--- config.mk ---
export PLATFORM = sky130hd
export DESIGN_NAME = sagen_top
export DESIGN_NICKNAME = d
export VERILOG_FILES = /design/src/hdl/sagen_pkg.sv /design/src/hdl/sagen_litext.sv /design/src/hdl/sagen_eacalc.sv /design/src/hdl/sagen_top.sv
export VERILOG_INCLUDE_DIRS = /design/src /design/src/hdl
export SDC_FILE = /design/constraint.sdc
export NUM_CORES = 2
export LEC_CHECK = 0
export ABC_AREA = 0
export BUFFER_PORTS_ARGS = -buffer_cell sky130_fd_sc_hd__buf_4
export CAP_MARGIN = 40
export CORE_MARGIN = 4
export CORE_UTILIZATION = 39
export DETAILED_ROUTE_END_ITERATION = 7
export GPL_TIMING_DRIVEN = 0
export SYNTH_ARGS = -nofsm -noshare
export SYNTH_HDL_FRONTEND = slang
export SYNTH_SLANG_ARGS = --single-unit
--- constraint.sdc ---
create_clock -name SYS_CLK -period 5.95 [get_ports SYS_CLK]
set_clock_uncertainty 0.1 [all_clocks]
set_input_delay 0 -clock SYS_CLK [delete_from_list [all_inputs] [get_ports SYS_CLK]]
set_output_delay 0 -clock SYS_CLK [all_outputs]
set_load 0.1 [all_outputs]
--- src/hdl/sagen_map.svh ---
// Constants for the stack and address generation block
// How it works
// - Stack pointer holds next free word; stack grows upward.
// - Push writes at pointer then increments; pop decrements then reads.
// - Call push clears top bit of stored upper program counter word.
// - Exception push puts low status byte beside upper program counter bits.
// - Stack limit not reset; its bit zero always reads zero.
// - Addresses formed through stack pointer are compared with stack limit.
// - Push at limit does not trap; the next push does.
// - Stack pointer address below 0x0800 raises stack error.
// - File register direct field is 13 bits, first 8192 bytes; move reaches all.
// - File register ops use register zero; result to file or register zero.
// - First operand is register direct; second is register, memory or 5-bit literal.
// - Literal operands of 5 and 10 bits are supported.
// - Register indirect address is the unmodified pointer.
// - Post-modify uses pointer as address, then adds a signed constant.
// - Pre-modify adds signed constant first, modified value is address.
// - Indexed mode adds offset register; 4-bit field shared by both operands.
// - Literal offset mode adds instruction literal to pointer.
// - Move has independent source and destination modes, 8 and 16-bit literals.
// - Branch uses 16-bit signed literal; interrupt disable uses 14-bit unsigned.
// - Secure RAM segments reachable only from their own flash segment.
// - Program window is read-only and returns only the low word.
// - Table access reads and writes every byte, upper byte too.
`ifndef SAGEN_MAP_SVH
`define SAGEN_MAP_SVH
`define SAG_SP_IDX 4'hF
`define SAG_DEFAULT_WORK_REG_IDX 4'h0
`define SAG_SFR_TOP 16'h0800
`define SAG_NEAR_MASK 16'h1FFF
`define SAG_WIN_BIT 15
`define SAG_PUSH_STEP 16'h0002
`define SAG_BYTE_STEP 16'h0001
`define SAG_FILE_DEST 4'hF
`endif

--- src/hdl/sagen_pkg.sv ---
// Types for the stack and address generation block
package sagen_pkg;
  typedef enum logic [6:0] {
    SAG_FILE = 7'h01,
    SAG_DIRECT = 7'h02,
    SAG_IND = 7'h04,
    SAG_POST = 7'h08,
    SAG_PRE = 7'h10,
    SAG_INDEX = 7'h20,
    SAG_LITOFS = 7'h40
  } sag_mode_t;
  typedef enum logic [2:0] {
    SAG_LIT5 = 3'h1,
    SAG_LIT10 = 3'h2,
    SAG_LIT16 = 3'h4
  } sag_litw_t;
  typedef struct packed {
    sag_mode_t mode;
    logic [3:0] reg_idx;
    logic [15:0] lit;
    logic dec;
    logic byte_op;
  } sag_opd_t;
  typedef struct packed {
    logic [15:0] addr;
    logic valid;
    logic is_stack;
  } sag_ea_t;
endpackage

--- src/hdl/sagen_litext.sv ---
// Literal field extraction for the supported literal widths
`timescale 1ns/1ps
module sagen_litext (
  // Raw field and width select
  input wire logic [15:0] raw,
  input wire sagen_pkg::sag_litw_t width,
  input wire logic signed_lit,
  // Extended value
  output logic [15:0] value
);
  // Short literals widen by sign only when the decoder asks for it
  wire [15:0] lit5 = signed_lit ? {{11{raw[4]}}, raw[4:0]} : {11'h000, raw[4:0]};
  wire [15:0] lit10 = signed_lit ? {{6{raw[9]}}, raw[9:0]} : {6'h00, raw[9:0]};
  wire [15:0] lit16 = raw;
  assign value = (width == sagen_pkg::SAG_LIT5) ? lit5 :
                 (width == sagen_pkg::SAG_LIT10) ? lit10 : lit16;
endmodule

--- src/hdl/sagen_eacalc.sv ---
// Effective address computation for one operand
`timescale 1ns/1ps
`include "sagen_map.svh"
module sagen_eacalc (
  // Operand and register values
  input wire sagen_pkg::sag_opd_t opd,
  input wire logic [15:0] ptr_val,
  input wire logic [15:0] ofs_val,
  input wire logic is_move,
  // Results
  output logic [15:0] ea,
  output logic [15:0] ptr_new,
  output logic ptr_upd
);
  wire [15:0] step = opd.byte_op ? `SAG_BYTE_STEP : `SAG_PUSH_STEP;
  wire [15:0] moved = opd.dec ? ptr_val - step : ptr_val + step;
  wire [15:0] file_ea = is_move ? opd.lit : (opd.lit & `SAG_NEAR_MASK);
  always_comb begin
    ea = ptr_val;
    ptr_new = ptr_val;
    ptr_upd = 1'b0;
    case (opd.mode)
      sagen_pkg::SAG_FILE: ea = file_ea;
      sagen_pkg::SAG_DIRECT: ea = ptr_val;
      sagen_pkg::SAG_IND: ea = ptr_val;
      sagen_pkg::SAG_POST: begin
        ea = ptr_val;
        ptr_new = moved;
        ptr_upd = 1'b1;
      end
      sagen_pkg::SAG_PRE: begin
        ea = moved;
        ptr_new = moved;
        ptr_upd = 1'b1;
      end
      sagen_pkg::SAG_INDEX: ea = ptr_val + ofs_val;
      sagen_pkg::SAG_LITOFS: ea = ptr_val + opd.lit;
      default: ea = ptr_val;
    endcase
  end
endmodule

--- src/hdl/sagen_top.sv ---
// Stack and address generation core top
`timescale 1ns/1ps
`include "sagen_map.svh"
module sagen_top #(
  parameter int NREG = 16
) (
  // Clock and reset
  input wire logic SYS_CLK,
  input wire logic RSTN,
  // Instruction decoder request
  input wire logic REQ_VALID,
  input wire logic REQ_MOVE,
  input wire sagen_pkg::sag_opd_t SRC_OPD,
  input wire sagen_pkg::sag_opd_t DST_OPD,
  input wire logic [3:0] OFS_IDX,
  input wire logic [15:0] LIT_RAW,
  input wire sagen_pkg::sag_litw_t LIT_WIDTH,
  input wire logic LIT_SIGNED,
  input wire logic FILE_TO_DEFAULT_WORK_REG,
  // Stack operations
  input wire logic PUSH,
  input wire logic POP,
  input wire logic PUSH_CALL,
  input wire logic PUSH_EXC,
  input wire logic [15:0] PUSH_DATA,
  input wire logic [6:0] PC_UPPER,
  input wire logic [7:0] STATUS_LOW_BYTE,
  // Register writes
  input wire logic REG_WE,
  input wire logic [3:0] REG_WIDX,
  input wire logic [15:0] REG_WDATA,
  input wire logic LIMIT_WE,
  input wire logic [15:0] LIMIT_WDATA,
  // Security and program window
  input wire logic BOOT_RAM_EN,
  input wire logic SEC_RAM_EN,
  input wire logic [15:0] BOOT_RAM_LO,
  input wire logic [15:0] BOOT_RAM_HI,
  input wire logic [15:0] SEC_RAM_LO,
  input wire logic [15:0] SEC_RAM_HI,
  input wire logic CODE_IN_BOOT,
  input wire logic CODE_IN_SEC,
  input wire logic WINDOW_EN,
  input wire logic DST_WRITE,
  input wire logic TABLE_OP,
  input wire logic [23:0] PROG_WORD,
  input wire logic [1:0] TABLE_BYTE_SEL,
  // Results
  output sagen_pkg::sag_ea_t SRC_EA,
  output sagen_pkg::sag_ea_t DST_EA,
  output logic [15:0] STACK_ADDR,
  output logic [15:0] STACK_WDATA,
  output logic STACK_WE,
  output logic STACK_RE,
  output logic [15:0] LIT_VALUE,
  output logic [3:0] RESULT_IDX,
  output logic [15:0] WINDOW_DATA,
  output logic [7:0] TABLE_BYTE,
  output logic ACCESS_DENIED,
  output logic WINDOW_WRITE_ERR,
  output logic STACK_TRAP
);
  if (NREG != 16) begin : g_nreg_chk
    $error("Register file must hold 16 working registers");
  end

  logic [15:0] default_work_reg_r [NREG];
  logic [15:0] limit_r;
  logic [15:0] src_ea, dst_ea, src_new, dst_new, lit_val;
  logic src_upd, dst_upd;

  sagen_eacalc u_src (
    .opd(SRC_OPD),
    .ptr_val(default_work_reg_r[SRC_OPD.reg_idx]),
    .ofs_val(default_work_reg_r[OFS_IDX]),
    .is_move(REQ_MOVE),
    .ea(src_ea),
    .ptr_new(src_new),
    .ptr_upd(src_upd)
  );
  sagen_eacalc u_dst (
    .opd(DST_OPD),
    .ptr_val(default_work_reg_r[DST_OPD.reg_idx]),
    .ofs_val(default_work_reg_r[OFS_IDX]),
    .is_move(REQ_MOVE),
    .ea(dst_ea),
    .ptr_new(dst_new),
    .ptr_upd(dst_upd)
  );
  sagen_litext u_lit (
    .raw(LIT_RAW),
    .width(LIT_WIDTH),
    .signed_lit(LIT_SIGNED),
    .value(lit_val)
  );

  function automatic logic uses_sp(input sagen_pkg::sag_opd_t o);
    uses_sp = (o.reg_idx == `SAG_SP_IDX) && (o.mode != sagen_pkg::SAG_FILE) &&
              (o.mode != sagen_pkg::SAG_DIRECT);
  endfunction

  function automatic logic in_range(input logic [15:0] a, input logic [15:0] lo,
                                    input logic [15:0] hi);
    in_range = (a >= lo) && (a <= hi);
  endfunction

  function automatic logic denied(input logic [15:0] a, input logic bt, input logic sc,
                                  input logic [15:0] blo, input logic [15:0] bhi,
                                  input logic [15:0] slo, input logic [15:0] shi,
                                  input logic be, input logic se);
    denied = (be && in_range(a, blo, bhi) && !bt) || (se && in_range(a, slo, shi) && !sc);
  endfunction

  wire [15:0] sp = default_work_reg_r[`SAG_SP_IDX];
  wire [15:0] limit_rd = {limit_r[15:1], 1'b0};
  wire push_any = PUSH | PUSH_CALL | PUSH_EXC;
  wire [15:0] sp_after_push = sp + `SAG_PUSH_STEP;
  wire [15:0] sp_after_pop = sp - `SAG_PUSH_STEP;
  wire src_sp = REQ_VALID && uses_sp(SRC_OPD);
  wire dst_sp = REQ_VALID && uses_sp(DST_OPD);
  wire ovf_push = push_any && (sp > limit_rd);
  wire ovf_ea = (src_sp && (src_ea > limit_rd)) || (dst_sp && (dst_ea > limit_rd));
  wire unf_pop = POP && (sp_after_pop < `SAG_SFR_TOP);
  wire unf_ea = (src_sp && (src_ea < `SAG_SFR_TOP)) || (dst_sp && (dst_ea < `SAG_SFR_TOP));
  wire trap_nxt = ovf_push || ovf_ea || unf_pop || unf_ea;
  wire [15:0] call_word = {9'h000, PC_UPPER};
  wire [15:0] exc_word = {STATUS_LOW_BYTE, 1'b0, PC_UPPER};
  wire [15:0] push_word = PUSH_EXC ? exc_word : PUSH_CALL ? call_word : PUSH_DATA;
  wire [15:0] stack_addr_nxt = push_any ? sp : sp_after_pop;
  wire in_window = WINDOW_EN && dst_ea[`SAG_WIN_BIT] && REQ_VALID && !TABLE_OP;
  wire win_wr_err = in_window && DST_WRITE;
  wire deny_src = REQ_VALID && denied(src_ea, CODE_IN_BOOT, CODE_IN_SEC, BOOT_RAM_LO, BOOT_RAM_HI,
                                     SEC_RAM_LO, SEC_RAM_HI, BOOT_RAM_EN, SEC_RAM_EN);
  wire deny_dst = REQ_VALID && denied(dst_ea, CODE_IN_BOOT, CODE_IN_SEC, BOOT_RAM_LO, BOOT_RAM_HI,
                                     SEC_RAM_LO, SEC_RAM_HI, BOOT_RAM_EN, SEC_RAM_EN);
  wire [7:0] tbl_byte = (TABLE_BYTE_SEL == 2'h0) ? PROG_WORD[7:0] :
                        (TABLE_BYTE_SEL == 2'h1) ? PROG_WORD[15:8] : PROG_WORD[23:16];
  wire [3:0] result_idx_nxt = (DST_OPD.mode == sagen_pkg::SAG_FILE) ?
                              (FILE_TO_DEFAULT_WORK_REG ? `SAG_DEFAULT_WORK_REG_IDX : `SAG_FILE_DEST) : DST_OPD.reg_idx;

  // Limit has no reset on purpose; software must load it before the stack is trusted
  always_ff @(posedge SYS_CLK) begin
    if (LIMIT_WE) limit_r <= LIMIT_WDATA;
  end

  // Stack pointer and pointer updates; stack activity outranks operand updates
  always_ff @(posedge SYS_CLK or negedge RSTN) begin
    if (!RSTN) begin
      for (int i = 0; i < NREG; i++) default_work_reg_r[i] <= 16'h0000;
      default_work_reg_r[`SAG_SP_IDX] <= `SAG_SFR_TOP;
    end else begin
      if (REG_WE) default_work_reg_r[REG_WIDX] <= REG_WDATA;
      if (REQ_VALID && src_upd) default_work_reg_r[SRC_OPD.reg_idx] <= src_new;
      if (REQ_VALID && dst_upd) default_work_reg_r[DST_OPD.reg_idx] <= dst_new;
      if (push_any) default_work_reg_r[`SAG_SP_IDX] <= sp_after_push;
      else if (POP) default_work_reg_r[`SAG_SP_IDX] <= sp_after_pop;
    end
  end

  always_ff @(posedge SYS_CLK or negedge RSTN) begin
    if (!RSTN) begin
      SRC_EA <= '0;
      DST_EA <= '0;
      STACK_ADDR <= 16'h0000;
      STACK_WDATA <= 16'h0000;
      STACK_WE <= 1'b0;
      STACK_RE <= 1'b0;
      LIT_VALUE <= 16'h0000;
      RESULT_IDX <= 4'h0;
      WINDOW_DATA <= 16'h0000;
      TABLE_BYTE <= 8'h00;
      ACCESS_DENIED <= 1'b0;
      WINDOW_WRITE_ERR <= 1'b0;
      STACK_TRAP <= 1'b0;
    end else begin
      SRC_EA <= '{addr: src_ea, valid: REQ_VALID, is_stack: src_sp};
      DST_EA <= '{addr: dst_ea, valid: REQ_VALID && !win_wr_err, is_stack: dst_sp};
      STACK_ADDR <= stack_addr_nxt;
      STACK_WDATA <= push_word;
      STACK_WE <= push_any;
      STACK_RE <= POP && !push_any;
      LIT_VALUE <= lit_val;
      RESULT_IDX <= result_idx_nxt;
      WINDOW_DATA <= PROG_WORD[15:0];
      TABLE_BYTE <= tbl_byte;
      ACCESS_DENIED <= deny_src || deny_dst;
      WINDOW_WRITE_ERR <= win_wr_err;
      STACK_TRAP <= trap_nxt;
    end
  end

  AST_PUSH_ADVANCE: assert property (@(posedge SYS_CLK) disable iff (!RSTN)
    (PUSH && !PUSH_CALL && !PUSH_EXC && !POP) |=> (sp == $past(sp) + `SAG_PUSH_STEP))
    else $error("Push did not advance stack pointer by one word");

  AST_POP_RETREAT: assert property (@(posedge SYS_CLK) disable iff (!RSTN)
    (POP && !PUSH && !PUSH_CALL && !PUSH_EXC) |=> (sp == $past(sp) - `SAG_PUSH_STEP && STACK_ADDR == sp))
    else $error("Pop did not read from decremented pointer");

  AST_PUSH_ADDR: assert property (@(posedge SYS_CLK) disable iff (!RSTN)
    PUSH |=> (STACK_WE && STACK_ADDR == $past(sp)))
    else $error("Push not written at the free word");

  AST_PUSH_WE: assert property (@(posedge SYS_CLK) disable iff (!RSTN)
    push_any |=> (STACK_WE && !STACK_RE))
    else $error("Push did not raise the write strobe alone");

  AST_POP_RE: assert property (@(posedge SYS_CLK) disable iff (!RSTN)
    (POP && !push_any) |=> (STACK_RE && !STACK_WE))
    else $error("Pop did not raise the read strobe alone");

  AST_CALL_MSB: assert property (@(posedge SYS_CLK) disable iff (!RSTN)
    (PUSH_CALL && !PUSH_EXC) |=> !STACK_WDATA[15])
    else $error("Call push upper word top bit set");

  AST_CALL_WORD: assert property (@(posedge SYS_CLK) disable iff (!RSTN)
    (PUSH_CALL && !PUSH_EXC) |=> (STACK_WDATA == 16'($past(PC_UPPER))))
    else $error("Call push word not zero extended");

  AST_EXC_SRL: assert property (@(posedge SYS_CLK) disable iff (!RSTN)
    PUSH_EXC |=> (STACK_WDATA[15:8] == $past(STATUS_LOW_BYTE)))
    else $error("Exception push lacks status byte");

  AST_EXC_LOW: assert property (@(posedge SYS_CLK) disable iff (!RSTN)
    PUSH_EXC |=> (STACK_WDATA[6:0] == $past(PC_UPPER) && !STACK_WDATA[7]))
    else $error("Exception push lost program counter bits");

  AST_AT_LIMIT: assert property (@(posedge SYS_CLK) disable iff (!RSTN)
    (PUSH && !POP && sp == limit_rd && sp >= `SAG_SFR_TOP && !REQ_VALID) |=> !STACK_TRAP)
    else $error("Push at limit trapped");

  AST_OVER_LIMIT: assert property (@(posedge SYS_CLK) disable iff (!RSTN)
    (PUSH && sp > limit_rd) |=> STACK_TRAP)
    else $error("Push beyond limit missed trap");

  AST_UNDERFLOW: assert property (@(posedge SYS_CLK) disable iff (!RSTN)
    (POP && sp < (`SAG_SFR_TOP + `SAG_PUSH_STEP)) |=> STACK_TRAP)
    else $error("Underflow missed trap");

  AST_EA_STACK: assert property (@(posedge SYS_CLK) disable iff (!RSTN)
    (REQ_VALID && SRC_OPD.reg_idx == `SAG_SP_IDX && SRC_OPD.mode == sagen_pkg::SAG_IND) |=> SRC_EA.is_stack)
    else $error("Stack pointer address not marked as stack");

  AST_EA_OVER: assert property (@(posedge SYS_CLK) disable iff (!RSTN)
    (src_sp && src_ea > limit_rd) |=> STACK_TRAP)
    else $error("Stack address above limit missed trap");

  AST_EA_UNDER: assert property (@(posedge SYS_CLK) disable iff (!RSTN)
    (dst_sp && dst_ea < `SAG_SFR_TOP) |=> STACK_TRAP)
    else $error("Stack address below special area missed trap");

  AST_QUIET: assert property (@(posedge SYS_CLK) disable iff (!RSTN)
    (!push_any && !POP && !REQ_VALID) |=> !STACK_TRAP)
    else $error("Trap raised with no address generated");

  AST_FILE_NEAR: assert property (@(posedge SYS_CLK) disable iff (!RSTN)
    (REQ_VALID && !REQ_MOVE && SRC_OPD.mode == sagen_pkg::SAG_FILE) |=>
    ((SRC_EA.addr & ~`SAG_NEAR_MASK) == 16'h0000))
    else $error("File address left the near area");

  AST_RESULT_DEFAULT_WORK_REG: assert property (@(posedge SYS_CLK) disable iff (!RSTN)
    (DST_OPD.mode == sagen_pkg::SAG_FILE && FILE_TO_DEFAULT_WORK_REG) |=> (RESULT_IDX == `SAG_DEFAULT_WORK_REG_IDX))
    else $error("File result not sent to register zero");

  AST_LIT5_UNS: assert property (@(posedge SYS_CLK) disable iff (!RSTN)
    (LIT_WIDTH == sagen_pkg::SAG_LIT5 && !LIT_SIGNED) |=> (LIT_VALUE[15:5] == 11'h000))
    else $error("Unsigned short literal not zero extended");

  AST_REQ_VALID: assert property (@(posedge SYS_CLK) disable iff (!RSTN)
    REQ_VALID |=> SRC_EA.valid)
    else $error("Source address not marked valid");

  AST_BOOT_DENY: assert property (@(posedge SYS_CLK) disable iff (!RSTN)
    (REQ_VALID && BOOT_RAM_EN && !CODE_IN_BOOT && src_ea >= BOOT_RAM_LO && src_ea <= BOOT_RAM_HI) |=>
    ACCESS_DENIED)
    else $error("Boot secure segment reached from other code");

  AST_SEC_DENY: assert property (@(posedge SYS_CLK) disable iff (!RSTN)
    (REQ_VALID && SEC_RAM_EN && !CODE_IN_SEC && dst_ea >= SEC_RAM_LO && dst_ea <= SEC_RAM_HI) |=>
    ACCESS_DENIED)
    else $error("Secure segment reached from other code");

  AST_NO_DENY: assert property (@(posedge SYS_CLK) disable iff (!RSTN)
    !REQ_VALID |=> !ACCESS_DENIED)
    else $error("Access denied with no request");

  AST_WIN_LOW: assert property (@(posedge SYS_CLK) disable iff (!RSTN)
    1'b1 |=> (WINDOW_DATA == 16'($past(PROG_WORD))))
    else $error("Window returned other than low word");

  AST_WIN_WRITE: assert property (@(posedge SYS_CLK) disable iff (!RSTN)
    (REQ_VALID && WINDOW_EN && DST_WRITE && !TABLE_OP && dst_ea[`SAG_WIN_BIT]) |=>
    (WINDOW_WRITE_ERR && !DST_EA.valid))
    else $error("Window write not refused");

  AST_TABLE_OK: assert property (@(posedge SYS_CLK) disable iff (!RSTN)
    TABLE_OP |=> !WINDOW_WRITE_ERR)
    else $error("Table access refused as window write");

  AST_TABLE_UPPER: assert property (@(posedge SYS_CLK) disable iff (!RSTN)
    (TABLE_BYTE_SEL == 2'h2) |=> ({TABLE_BYTE, 16'h0000} == ($past(PROG_WORD) & 24'hFF0000)))
    else $error("Table access missed the upper byte");

  AST_LIMIT_LSB: assert property (@(posedge SYS_CLK) disable iff (!RSTN)
    LIMIT_WE |=> (limit_rd[0] == 1'b0 && (limit_rd >> 1) == ($past(LIMIT_WDATA) >> 1)))
    else $error("Limit bit zero not forced clear");
endmodule

==> impl_results.md <==
- Fin crit share: 100%
- First-pass GRT wire length: 223 mm
- IO buf count: 354
- CP arrival: between 6 and 7 ns
- Main synth FF type: dfrtp_1
- Final hold violations: 1
- CTS Sinks: between 300 and 400
- Die W: 302 um
- Dpl hpwl: 126 mm
- Worst Tran Pin Value: approximately 1.1 ns
- Clk pwr share: between 20% and 30%
- Failing checks: negative hold slack, negative setup slack
- Synth area leaders: dfrtp_1 (28%), mux4_2 (16%), ha_1 (8.7%), mux2i_1 (6.1%), o21ai_0 (5.7%)
- Mapped Area: about 34000 sq um
- Placed instance count: approximately 5100
- Global route overflow: 0
- DRT Pass-1 Iters: 7
- Net Sw Frac: between 40% and 50%
- Final setup margin: -0.00164 ns
- Synth top area share: between 20 and 30%
- Min Hold Slack: -0.00301 ns
- Hold Path Depth: 6
- Pin count of the biggest net entering global routing: around 100
- Static leakage: 19.3 nW
- Placed Area: about 38000 sq um
- Fin. max-slew vios: 0
- CP Capture Type: flop
- Unrepaired setup endpoints after global routing: yes
- CP max-delay cell: mux4_2
- Max Cap Viol: 0
- Worst hold path class: input pin to flop
- Final ANT Viol Nets: 0
- Yosys warns: 0
- WL final: about 160 mm
- Delay of the slowest critical-path stage: 0.64 ns
- Vias in the first global route: 32600
- CTS clk-pin slew, worst paths: ~0.06 ns
- EDFF count, synth: 15
- Vias/cell: a little over 6
- Sequential Power Share: about a quarter
- Nets: 4759
- CTS buffer count: 50
- Post-synthesis sequential area ratio: between 20% and 30%
- Layout cell share with drive strength beyond 1: 24.7%
- CTS Buffer Depth: 3
- Pre-CTS setup slack: -1.49 ns
- DR WL/cell: ~29 um
- P_int: slightly below 9 mW
- Via count: 34000
- Placer Congestion: about 1.1
- TritonCTS clock tree: yes
- Async S/R FF share, synth: just under 100%
- Initial antenna violation count: 4
- DRT iter0 DRCs: about 4000
- Post-Synthesis Cells: approximately 3500
- Fmax: roughly 170 MHz
- Syn nets: just over 4000
- Setup TNS: -0.00164 ns
- # DRC: 0
- Area delta synth->final: 28.5%
- Pwr dens: between 300 and 400 nW/um^2
- All-Layer GR Usage: 33.4%
- Area leader, netlist: dfrtp_1
- Logic gate share of total power: between 50% and 60%
- Syn avg cell area: around 9.5 sq um
- Fin cells: between 5000 and 6000
- Max VDD drop: around 0.00028 V
- CTS HTree Levels: 2
- Final instance area: 43300 sq um
- Worst R2R Path Depth: 20
- CORE AREA: between 80000 and 90000 sq um
- Critical path data required time: ~6.4 ns
- IO Pins: about 370
- Top-count cell post-synth: nand2_1
- Setup CP Type: flop to flop
- Tmin final: slightly below 6 ns
- Cell Rows: about 110
- Worst setup SP type: flop
- Later-pin clock latency in the skew report: approximately 0.64 ns
- # setup viols final: 1
- Relative slew slack: a little over a quarter
- P_sw: about 7.5 mW
- Crit path max fanout: 10
- Reg2reg setup slack: -0.002 ns
- Number of library cell types mapped by synthesis: 75
- Die area: 91200 sq um
- Die height: between 300 and 400 um
- Starting Density: between 30% and 40%
- #FFs+latches synth: between 300 and 400
- Cells along the critical path: buf_8 > mux4_2 > mux4_2 > ha_1 > a21o_1 > or3_1 > o21ai_1 > o31a_1 > o21ai_0 > xnor2_2 > a21oi_1 > o21ai_2 > buf_6 > ha_1 > nand4_1 > or2_2 > or3_1 > a2bb2oi_2 > o21a_1 > a211o_1
- Root buf cell: clkbuf_16
- Status: finished with violations
- Post-synth top cells: nand2_1 (417), o21ai_0 (383), dfrtp_1 (372), ha_1 (235), mux4_2 (233)
-- what timing repair did --
item                       in CTS  in global routing
setup endpoints to repair       2                  2
hold buffers                  197                  0
setup buffers                  29                 24
pin swaps                      17                 44
hold endpoints to repair      325                  0
resized for setup              66                101
-- cells by family after synthesis --
kind of cell               count (synthesis)  synth area share (%)
muxes                                    536                  25.0
xor gates and xnor gates                  70                  1.82
AOI/OAI and AO/OA                        970                  17.6
DFF                                      388                  29.0
buffers and inverters                    383                  4.50
adders and majority gates                239                  8.96
and+or+nand+nor                          961                  13.1
-- power by group through the flow --
stage	Combinational, mW	Clock (mW)	Sequential, mW
3_5_place_dp	8.08	0	3.86
6_report	9.03	3.38	3.89
2_1_floorplan	4.42	0	4.69
3_3_place_gp	7.88	0	3.84
5_1_grt	9.53	3.52	3.94
4_1_cts	8.46	3.41	3.84
-- worst max-delay path, delay by kind of cell (launching register included) --
family,cells,cell delay (ns)
AO/OA/AOI/OAI,9,1.81
XOR/XNOR,1,0.29
adder cells (fa/ha/maj),2,0.68
buffers and inverters,2,0.35
flip-flops,1,0.42
multiplexers,2,1.15
AND/OR/NAND/NOR,4,1.10
-- placed cells by master (no fill, tap or decap), types with 55 or more instances in the layout --
master	n
mux2_2	94
dfrtp_1	361
nand3_1	78
ha_1	213
mux2i_1	204
o211ai_1	55
dlygate4sd3_1	196
a21o_1	69
inv_1	106
nand2_1	417
buf_4	434
a211oi_1	74
clkbuf_1	204
nor2b_1	88
o21ai_0	362
a21oi_1	176
mux4_2	233
nor2_1	202
-- routing by layer --
layer | track usage [%] | share of wire, %
met1 | 41.0 | 37
met2 | 53.1 | 45
met3 | 10.4 | 12
met4 | 17.4 | 6.2
met5 | 0 | 0.017
-- state kept, by name, summed over array words and instances (netlist names) --
signal              flops
STACK_ADDR             16
WINDOW_DATA            16
STACK_TRAP              1
ACCESS_DENIED           1
default_work_reg_r    240
sp                     16
TABLE_BYTE              8
SRC_EA                 18
WINDOW_WRITE_ERR        1
LIT_VALUE              16
DST_EA                 18
STACK_WE                1
STACK_WDATA            16
RESULT_IDX              4
limit_r                15
STACK_RE                1
-- metrics by stage --
stage | total power [mW] | utilization [%]
after floorplan | 9.11 | -
after global placement | 11.7 | 44.3
after detailed placement | 11.9 | 45.1
after CTS | 15.7 | 50.0
after global routing | 17.0 | 50.7
final | 16.3 | 50.7
-- area by class of cell --
cell class | count | area, sq um
Inverter | 110 | 413
Timing Repair Buffer | 668 | 5750
Clock inverter | 20 | 265
Multi-Input combinational cell | 2776 | 23000
Clock buffer | 73 | 1560
Fill cell | 8062 | 42100
Tap cell | 1144 | 1430
Antenna cell | 3 | 7.51
Sequential cell | 388 | 9800
Buffer | 269 | 1150
-- worst paths after layout --
kind	startpoint	endpoint
setup / recovery	sp[6]	ACCESS_DENIED
hold / removal	SEC_RAM_LO[15]	ACCESS_DENIED
setup reg to reg	sp[6]	ACCESS_DENIED
hold reg to reg	sp[0]	STACK_ADDR[0]
max in group asynchronous	RSTN	default_work_reg_r[150]
min in group asynchronous	RSTN	STACK_WDATA[10]
No activity file was read; power rests on OpenSTA's default activity.
